==> src/rtl/pwm_pkg.sv <==
// Package of constants for the four-channel auto-reload PWM generator.
package pwm_pkg;

	localparam int unsigned NUM_CH       = 4;
	localparam int unsigned CNT_W        = 8;
	localparam int unsigned DATA_W       = 32;
	localparam int unsigned ADDR_W       = 8;

	// Register byte addresses.
	localparam logic [ADDR_W-1:0] ADDR_CONTROL = 8'h00;
	localparam logic [ADDR_W-1:0] ADDR_RELOAD  = 8'h04;
	localparam logic [ADDR_W-1:0] ADDR_CMP0    = 8'h08;
	localparam logic [ADDR_W-1:0] ADDR_CNT     = 8'h18;
	localparam logic [ADDR_W-1:0] ADDR_PORT    = 8'h1C;
	localparam logic [ADDR_W-1:0] ADDR_PRESC   = 8'h20;

	// Field positions in the control register.
	localparam int unsigned CTRL_OE_LSB  = 0;
	localparam int unsigned CTRL_POL_LSB = 4;
	localparam int unsigned CTRL_RUN_BIT = 8;

	// Field positions in the port register: data in [3:0], direction in [7:4].
	localparam int unsigned PORT_DIR_LSB = 4;

	localparam logic [CNT_W-1:0]  CNT_MAX       = 8'hFF;
	localparam logic [CNT_W-1:0]  RESET_RELOAD  = 8'h00;
	localparam logic [CNT_W-1:0]  RESET_CMP     = 8'h00;
	localparam logic [15:0]       RESET_PRESC   = 16'h0000;
	localparam logic [1:0]        RESP_OKAY     = 2'b00;
	localparam logic [1:0]        RESP_SLVERR   = 2'b10;

endpackage

==> src/rtl/autoreload_pwm_outputs.sv <==
// Four-channel PWM generator on a shared 8-bit auto-reload counter, AXI4-Lite registers.
module autoreload_pwm_outputs
	import pwm_pkg::*;
(
	// Clock and reset
	input  wire logic                 clk_sys,
	input  wire logic                 rst_b,
	// Low power
	input  wire logic                 halt,
	// AXI4-Lite write address
	input  wire logic [ADDR_W-1:0]    s_axi_awaddr,
	input  wire logic                 s_axi_awvalid,
	output logic                      s_axi_awready,
	// AXI4-Lite write data
	input  wire logic [DATA_W-1:0]    s_axi_wdata,
	input  wire logic [3:0]           s_axi_wstrb,
	input  wire logic                 s_axi_wvalid,
	output logic                      s_axi_wready,
	// AXI4-Lite write response
	output logic [1:0]                s_axi_bresp,
	output logic                      s_axi_bvalid,
	input  wire logic                 s_axi_bready,
	// AXI4-Lite read address
	input  wire logic [ADDR_W-1:0]    s_axi_araddr,
	input  wire logic                 s_axi_arvalid,
	output logic                      s_axi_arready,
	// AXI4-Lite read data
	output logic [DATA_W-1:0]         s_axi_rdata,
	output logic [1:0]                s_axi_rresp,
	output logic                      s_axi_rvalid,
	input  wire logic                 s_axi_rready,
	// Port pins
	input  wire logic [NUM_CH-1:0]    pwm_pin_in,
	output logic [NUM_CH-1:0]         pwm_output_pin,
	output logic [NUM_CH-1:0]         pwm_pin_oe_b
);

	////////////////////////////////////////////////////////////////////////////////

	typedef struct packed {
		logic [NUM_CH-1:0]            pwm_output_enable;
		logic [NUM_CH-1:0]            pwm_output_polarity;
		logic                         run;
		logic [CNT_W-1:0]             auto_reload_value;
		logic [NUM_CH-1:0][CNT_W-1:0] duty_compare_value;
		logic [15:0]                  presc;
		logic [NUM_CH-1:0]            port_dat;
		logic [NUM_CH-1:0]            port_dir;
		logic [CNT_W-1:0]             cnt;
		logic [NUM_CH-1:0]            pwm_lvl;
		logic [NUM_CH-1:0]            pin_out;
		logic [NUM_CH-1:0]            pin_oe_b;
		logic [NUM_CH-1:0]            sync1;
		logic [NUM_CH-1:0]            sync2;
		logic [NUM_CH-1:0]            sync3;
		logic [NUM_CH-1:0]            pin_seen;
		logic                         aw_got;
		logic [ADDR_W-1:0]            awaddr;
		logic                         w_got;
		logic [DATA_W-1:0]            wdata;
		logic [3:0]                   wstrb;
		logic                         bvalid;
		logic [1:0]                   bresp;
		logic                         rvalid;
		logic [1:0]                   rresp;
		logic [DATA_W-1:0]            rdata;
	} pwm_state_t;

	pwm_state_t s_q;
	pwm_state_t s_d;
	logic       tick;
	logic       tick_raw;

	// Counter clock enable, stopped in halt.
	pwm_tick_div u_div (
		.clk_sys (clk_sys),
		.rst_b   (rst_b),
		.run     (s_q.run && !halt),
		.divide  (s_q.presc),
		.tick    (tick_raw)
	);

	// A tick already registered in the divider must not slip through once halt rises.
	assign tick = tick_raw && !halt;

	function automatic logic [DATA_W-1:0] merge(input logic [DATA_W-1:0] old_v,
		input logic [DATA_W-1:0] new_v, input logic [3:0] strb);
		logic [DATA_W-1:0] r;
		r = old_v;
		for (int b = 0; b < 4; b++) begin
			if (strb[b]) begin
				r[8*b +: 8] = new_v[8*b +: 8];
			end
		end
		return r;
	endfunction

	////////////////////////////////////////////////////////////////////////////////

	logic              wr_go;
	logic [DATA_W-1:0] ctrl_rd;
	logic [DATA_W-1:0] wr_val;
	logic [NUM_CH-1:0] port_rd;
	logic [NUM_CH-1:0] cmp_hit;
	logic              ovf;

	assign ovf   = tick && (s_q.cnt == CNT_MAX);
	assign wr_go = s_q.aw_got && s_q.w_got && !s_q.bvalid;

	assign ctrl_rd = {{(DATA_W-CTRL_RUN_BIT-1){1'b0}}, s_q.run,
		s_q.pwm_output_polarity, s_q.pwm_output_enable};

	genvar g;
	generate
		for (g = 0; g < NUM_CH; g++) begin : g_ch
			assign cmp_hit[g] = tick && (s_q.cnt == s_q.duty_compare_value[g]);
			// Input pins read PWM level when enabled, else the synchronised pin.
			assign port_rd[g] = s_q.port_dir[g] ? s_q.port_dat[g] :
				(s_q.pwm_output_enable[g] ? s_q.pwm_lvl[g] : s_q.pin_seen[g]);
		end
	endgenerate

	always_comb begin
		s_d    = s_q;
		wr_val = '0;
		// Three-stage pin synchroniser, change accepted when stages two and three agree.
		s_d.sync1 = pwm_pin_in;
		s_d.sync2 = s_q.sync1;
		s_d.sync3 = s_q.sync2;
		for (int i = 0; i < NUM_CH; i++) begin
			if (s_q.sync2[i] == s_q.sync3[i]) begin
				s_d.pin_seen[i] = s_q.sync3[i];
			end
		end

		// Counter and waveform.
		if (tick) begin
			s_d.cnt = ovf ? s_q.auto_reload_value : s_q.cnt + 8'h01;
		end
		for (int i = 0; i < NUM_CH; i++) begin
			if (ovf) begin
				s_d.pwm_lvl[i] = s_q.pwm_output_polarity[i];
			end else if (cmp_hit[i]) begin
				s_d.pwm_lvl[i] = ~s_q.pwm_output_polarity[i];
			end
		end

		// Pin drive: PWM overrides port settings.
		for (int i = 0; i < NUM_CH; i++) begin
			if (s_q.pwm_output_enable[i]) begin
				s_d.pin_out[i]  = s_d.pwm_lvl[i];
				s_d.pin_oe_b[i] = 1'b0;
			end else begin
				s_d.pin_out[i]  = s_q.port_dat[i];
				s_d.pin_oe_b[i] = ~s_q.port_dir[i];
			end
		end

		// AXI4-Lite write.
		if (s_axi_awvalid && !s_q.aw_got && !s_q.bvalid) begin
			s_d.aw_got = 1'b1;
			s_d.awaddr = s_axi_awaddr;
		end
		if (s_axi_wvalid && !s_q.w_got && !s_q.bvalid) begin
			s_d.w_got = 1'b1;
			s_d.wdata = s_axi_wdata;
			s_d.wstrb = s_axi_wstrb;
		end
		if (wr_go) begin
			s_d.aw_got = 1'b0;
			s_d.w_got  = 1'b0;
			s_d.bvalid = 1'b1;
			s_d.bresp  = RESP_OKAY;
			case (s_q.awaddr)
				ADDR_CONTROL: begin
					wr_val = merge(ctrl_rd, s_q.wdata, s_q.wstrb);
					s_d.pwm_output_enable   = wr_val[CTRL_OE_LSB +: NUM_CH];
					s_d.pwm_output_polarity = wr_val[CTRL_POL_LSB +: NUM_CH];
					s_d.run                 = wr_val[CTRL_RUN_BIT];
				end
				ADDR_RELOAD: begin
					wr_val = merge({24'h00_0000, s_q.auto_reload_value}, s_q.wdata, s_q.wstrb);
					s_d.auto_reload_value = wr_val[CNT_W-1:0];
				end
				ADDR_CMP0, ADDR_CMP0 + 8'h04, ADDR_CMP0 + 8'h08, ADDR_CMP0 + 8'h0C: begin
					for (int i = 0; i < NUM_CH; i++) begin
						if (s_q.awaddr[ADDR_W-1:2] == ADDR_CMP0[ADDR_W-1:2] + 6'(i)) begin
							wr_val = merge({24'h00_0000, s_q.duty_compare_value[i]},
								s_q.wdata, s_q.wstrb);
							s_d.duty_compare_value[i] = wr_val[CNT_W-1:0];
						end
					end
				end
				ADDR_PORT: begin
					wr_val = merge({24'h00_0000, s_q.port_dir, s_q.port_dat},
						s_q.wdata, s_q.wstrb);
					s_d.port_dat = wr_val[NUM_CH-1:0];
					s_d.port_dir = wr_val[PORT_DIR_LSB +: NUM_CH];
				end
				ADDR_PRESC: begin
					wr_val = merge({16'h0000, s_q.presc}, s_q.wdata, s_q.wstrb);
					s_d.presc = wr_val[15:0];
				end
				default: begin
					s_d.bresp = RESP_SLVERR;
				end
			endcase
		end
		if (s_q.bvalid && s_axi_bready) begin
			s_d.bvalid = 1'b0;
		end

		// AXI4-Lite read.
		if (s_axi_arvalid && !s_q.rvalid) begin
			s_d.rvalid = 1'b1;
			s_d.rresp  = RESP_OKAY;
			s_d.rdata  = '0;
			case (s_axi_araddr)
				ADDR_CONTROL: s_d.rdata = ctrl_rd;
				ADDR_RELOAD:  s_d.rdata[CNT_W-1:0] = s_q.auto_reload_value;
				ADDR_CMP0:    s_d.rdata[CNT_W-1:0] = s_q.duty_compare_value[0];
				ADDR_CMP0 + 8'h04: s_d.rdata[CNT_W-1:0] = s_q.duty_compare_value[1];
				ADDR_CMP0 + 8'h08: s_d.rdata[CNT_W-1:0] = s_q.duty_compare_value[2];
				ADDR_CMP0 + 8'h0C: s_d.rdata[CNT_W-1:0] = s_q.duty_compare_value[3];
				ADDR_CNT:     s_d.rdata[CNT_W-1:0] = s_q.cnt;
				ADDR_PORT:    s_d.rdata[2*NUM_CH-1:0] = {s_q.port_dir, port_rd};
				ADDR_PRESC:   s_d.rdata[15:0] = s_q.presc;
				default:      s_d.rresp = RESP_SLVERR;
			endcase
		end else if (s_q.rvalid && s_axi_rready) begin
			s_d.rvalid = 1'b0;
		end
	end

	always_ff @(posedge clk_sys or negedge rst_b) begin
		if (!rst_b) begin
			s_q                    <= '0;
			s_q.auto_reload_value  <= RESET_RELOAD;
			s_q.duty_compare_value <= {NUM_CH{RESET_CMP}};
			s_q.presc              <= RESET_PRESC;
			s_q.pin_oe_b           <= {NUM_CH{1'b1}};
		end else begin
			s_q <= s_d;
		end
	end

	////////////////////////////////////////////////////////////////////////////////

	assign s_axi_awready  = !s_q.aw_got && !s_q.bvalid;
	assign s_axi_wready   = !s_q.w_got && !s_q.bvalid;
	assign s_axi_bvalid   = s_q.bvalid;
	assign s_axi_bresp    = s_q.bresp;
	assign s_axi_arready  = !s_q.rvalid;
	assign s_axi_rvalid   = s_q.rvalid;
	assign s_axi_rresp    = s_q.rresp;
	assign s_axi_rdata    = s_q.rdata;
	assign pwm_output_pin = s_q.pin_out;
	assign pwm_pin_oe_b   = s_q.pin_oe_b;

endmodule

==> src/rtl/pwm_tick_div.sv <==
// Counter clock enable: divides the system clock into one-cycle pulses.
module pwm_tick_div
	import pwm_pkg::*;
(
	// Clock and reset
	input  wire logic        clk_sys,
	input  wire logic        rst_b,
	// Control
	input  wire logic        run,
	input  wire logic [15:0] divide,
	// Enable pulse
	output logic             tick
);

	typedef struct packed {
		logic [15:0] cnt;
		logic        tick;
	} div_state_t;

	div_state_t s_q;
	div_state_t s_d;

	always_comb begin
		s_d      = s_q;
		s_d.tick = 1'b0;
		if (!run) begin
			s_d.cnt = 16'h0000;
		end else if (s_q.cnt >= divide) begin
			s_d.cnt  = 16'h0000;
			s_d.tick = 1'b1;
		end else begin
			s_d.cnt = s_q.cnt + 16'h0001;
		end
	end

	always_ff @(posedge clk_sys or negedge rst_b) begin
		if (!rst_b) begin
			s_q <= '0;
		end else begin
			s_q <= s_d;
		end
	end

	assign tick = s_q.tick;

endmodule

==> config.mk <==
export PLATFORM = sky130hd
export DESIGN_NAME = autoreload_pwm_outputs
export DESIGN_NICKNAME = d
export VERILOG_FILES = /design/src/rtl/pwm_pkg.sv /design/src/rtl/autoreload_pwm_outputs.sv /design/src/rtl/pwm_tick_div.sv
export SDC_FILE = /design/constraint.sdc
export NUM_CORES = 1
export LEC_CHECK = 0
export BUFFER_PORTS_ARGS = -buffer_cell sky130_fd_sc_hd__buf_2
export CELL_PAD_IN_SITES_DETAIL_PLACEMENT = 1
export CELL_PAD_IN_SITES_GLOBAL_PLACEMENT = 1
export CORE_MARGIN = 1.5
export CORE_UTILIZATION = 45
export CTS_BUF_LIST = sky130_fd_sc_hd__clkbuf_16
export CTS_CLUSTER_SIZE = 20
export DETAILED_ROUTE_END_ITERATION = 8
export PLACE_DENSITY_LB_ADDON = 0.1
export SLEW_MARGIN = 10
export SYNTH_ARGS = -nofsm -noshare
export SYNTH_HDL_FRONTEND = slang
export SYNTH_SLANG_ARGS = --single-unit
==> constraint.sdc <==
create_clock -name clk_sys -period 4.29 [get_ports clk_sys]
set_input_delay 0.6435 -clock clk_sys [delete_from_list [all_inputs] [get_ports clk_sys]]
set_output_delay 0.6435 -clock clk_sys [all_outputs]
set_load 0.02 [all_outputs]
# Word-level counts from Yosys, hierarchy flattened
# Index checks and enable logic that the tools add are counted.
# Widths: inputs -> output; s select.
# word_totals
regBits,194
out_inout_bits,49
in_bits,64
word_cells,157
# classes
bitwise_logic,8
n_reduce_logical,42
n_lt_le_gt_ge,1
n_addsub,2
n_eq_ne,28
n_mux,41
# ops
op,count
$pmux 8 s9,1
$eq 8x5->1 const B,7
$mux 37,1
$eq 8x4->1 const B,4
$eq 8x8->1,4
$mux 16,2
$mux 1,31
$logic_and 1x1->1,18
$reduce_and 3->1,6
$add 16x1->16 const B,1
$eq 8x3->1 const B,2
$eq 8x6->1 const B,2
$ge 16x16->1,1
$logic_not 8->1,2
$pmux 8 s2,1
$reduce_and 4->1,4
$eq 6x2->1 const B,2
$eq 6x3->1 const B,2
$mux 9,1
$reduce_or 9->1,1
$add 8x1->8 const B,1
$eq 8x8->1 const B,1
$mux 8,1
$not 1->1,8
other kinds (7),18

# Longest topological paths before layout
# depth
ltp_word,6
depth_mapped,9
depth_no_buf,8

# Cells and area by module
# Synthesis repeated with hierarchy kept, for this count alone.
# hier_totals
cells_unflattened,782
area_unflattened_um2,8836.0
# modules_own_cells
mod,n_inst,cells_each,area_each_um2,seq_area_each_um2
autoreload_pwm_outputs,1,655,7658.6,3933.8
pwm_tick_div,1,127,1177.4,425.4

# Worst setup path before layout
# OpenSTA, ideal clock, no wires.
# synth_path
path_type,reg-to-reg
startpoint,reg s_q[76] (netlist bit)
endpoint,reg s_q[152] (netlist bit)
n_path_buf,0
slack_ns,2.115
t_arrival_ns,2.050
path_stages_with_launch,6
period_less_slack_ns,2.175
cell_sequence,dfrtp_1 > or4_4 > nor4b_4 > nand2_2 > nor3b_4 > mux2_2
# synth_via
elab_chain_cells,3
word_cells_on_any_way,6
# synth_lines
element,line,text
"start, declared",autoreload_pwm_outputs.sv:69,pwm_state_t s_q;
$eq 8x4->1 or $eq 8x5->1 (tied branches),autoreload_pwm_outputs.sv:174,case (s_q.awaddr)
$reduce_or 4->1 (*),-,
$reduce_and 4->1 (no line) (*),-,
# Every way passes the cells marked *; elsewhere a longest branch is shown, timed or not.
# A chain may end at the register's enable or synchronous reset.

==> flow_summary.ini <==
[placed_design]
portBuffers = 76
hpwl_um = 16700
gp_congestion = 0.928
dp.cells = 1027

[sta]
tns_ps = 0
max_slew_margin_pct = 22.6
fin_worst_skew_ps = 10.9
rsz0062_at_grt = false
period_share_pct = 67.1
tightest_slew_ps = 1150
maxSlewViolCount = 0
hold_violations = 0
fmax_mhz = 347
setup-violations-final = 0
finalCriticalPeriod_ps = 2880

[floorplanning]
core-area_um2 = 18800
die_h_um = 141
rows = 50
die-area_um2 = 20000
start_util_pct = 46.0
ios = 113
die_w_um = 141

[cells_and_area]
seq_area_um2 = 4360
syn_to_final_growth_pct = 10.8
fillCellCount = 2054
final_cells = 1059
n_antenna_cell = 0
multi_input_area_um2 = 3800
drive_above_1_share_pct = 28.2
nets = 894

[clock_network]
cts_root_buffer = clkbuf_16
clock_path_buffers = 2
clock_latency_ps = 440
htree_levels = 4
holdBufCountCts = 0
post_cts_buffers = 0
clock_sinks = 174
cts_buffers = 17
post_cts_resized = 0
cts_tree = yes
clkTransAtPathRegs_ps = 80

[synthesis]
synth_cell_types = 58
yosys.area.top_type = dfrtp_1
synth_area_um2 = 8620
post-synth-top-count-cell = dfrtp_1
synthArstFlopShare_pct = 100
yosys_warnings = 0
netlist_instances = 767
synth_top_area_share_pct = 49.3
synth.avg_cell_area_um2 = 11.2
yosysSeqAreaShare_pct = 50.5
synth.area.top_cells = dfrtp_1 49%, mux2_2 14%, buf_4 3.8%
synth.ff_latch_count = 174
synth-edff-count = 0
ys.flop_type = dfrtp_1
ys_top_cells_by_count = 170 x dfrtp_1, 106 x mux2_2, 49 x nand2_1, 49 x nor2_1, 44 x buf_4

[drt]
routed_via_density = 5.75
firstDrtPassIters = 5
ant_nets = 0
drc_errors = 0
drtIter0Drc = 386
vias = 6091
drt-total-wl_um = 23400
drt-wirelength-per-cell_um = 22.1

[worst_setup_path]
worstSetupEndpointType = flip-flop
rr_startpoint = s_q[113]
rrSetupSlack_ps = 1410
worstPathRequired_ps = 4610
rr_endpoint = pwm_output_pin[0]
crit_path_max_fanout = 14
crit_type = reg2reg
worstPathArrival_ps = 3200
ff2ff_path_depth = 7
start_kind = flip-flop

[power_and_ir_drop]
p_leak_nw = 4.49
cellPowerDensity_nw_per_um2 = 473
ir_worst_vdd_v = 0.000341

[global_routing]
grt_pass1_vias = 6559
grt_first_pass_wirelength_um = 37500
grt_max_degree = 84
track_usage_pct = 24.8
antenna_found_initial = 0
gr-total-overflow = 0

[status]
status = finished clean

[run]
maxCapViolations = 0

[min_path]
holdCritPathClass = in2async
## state kept, by name, summed over array words and instances, names as in the netlist
name	flops
ctrl_rd	9
pwm_output_pin	4
pwm_pin_oe_b	4
s_axi_bresp	1
s_axi_bvalid	1
s_axi_rdata	16
s_axi_rresp	1
s_axi_rvalid	1
s_d	8
s_q	112
u_div.s_q	16
u_div.tick	1
## worst max path at each step
| stage | from | end | slack, ps | depth (start not counted) |
|---|---|---|---|---|
| global route | s_q[113] | pwm_output_pin[1] | 1170 | 7 |
| detailed placement | halt | pwm_output_pin[1] | 1410 | 7 |
| finish | s_q[113] | pwm_output_pin[0] | 1410 | 7 |
| CTS | s_q[113] | pwm_output_pin[1] | 1440 | 7 |
| global placement | halt | pwm_output_pin[1] | 1460 | 7 |
| floorplan | s_q[76] | s_q[152] | 2120 | 5 |
## through the flow
stage	total power, mW	util, %	hold WS, ps	instance area [um^2]	setup slack (ps)
finish	4.52	50.9	215	9560	1410
global route	4.73	50.9	286	9560	1170
CTS	4.55	50.9	291	9550	1440
detailed placement	3.03	47.8	338	8970	1410
global placement	2.98	47.8	334	8970	1460
floorplan	2.69	-	331	8690	2120
## metal layers
| metal | GRT usage [%] | wire (um) | up-vias |
|---|---|---|---|
| met2 | 39.7 | 11100 | 180 |
| li1 | - | - | 2742 |
| met1 | 34.1 | 10700 | 3134 |
| met5 | 0 | 0 | - |
| met3 | 4.76 | 1110 | 35 |
| met4 | 8.68 | 497 | 0 |
## kinds of logic (layout without fill, tap and decap cells)
logic type	Yosys count	after routing	share of synthesized area (%)
mux	121	121	15.6
fa+ha+maj	22	22	3.08
xor+xnor	45	45	4.57
buf+inv	98	139	6.22
flops	174	174	50.5
other cells	1	18	0.0435
simple gates	199	199	11.9
compound gates	107	107	8.10
## layout make-up
cell class | instances | share of cell area, %
repair buffers | 80 | 4.49
multi-input cells | 512 | 39.7
well taps | 234 | 3.06
flip-flops and latches | 174 | 45.6
inverters | 27 | 1.06
clock inverters | 15 | 1.57
clock buffers | 17 | 4.45
## report_power, final
group / leakage (nW) / total [mW] / internal, mW / switching, mW
clock network: 0.283 / 1.51 / 0.774 / 0.738
registers: 2.30 / 2.27 / 1.88 / 0.385
logic: 1.91 / 0.741 / 0.360 / 0.381
## critical path: stages (launching register included)
cell and delay, ps:
dfrtp_1 640, ha_1 290, nand2_1 100, nor3_1 520, and4_1 630, or4_1 200, nand3_1 110, mux2_2 280
## cell usage in the layout, fill, tap and decap left out, types with 5 or more instances in the layout
master,count
mux2i_1,15
buf_2,75
nand3_1,28
a31oi_1,7
nor4_1,5
ha_1,18
nand3b_1,5
a21oi_1,23
o21ai_0,23
nand2_1,49
xnor2_1,13
xor2_1,32
clkbuf_16,17
nand4_1,11
a22o_1,11
a21o_1,5
conb_1,18
dfrtp_1,170
and3_1,5
nor3_1,14
mux2_2,106
a22oi_1,14
o22ai_1,6
nor2b_1,6
inv_1,28
nor2_1,49
(Power assumes the default switching activity.)
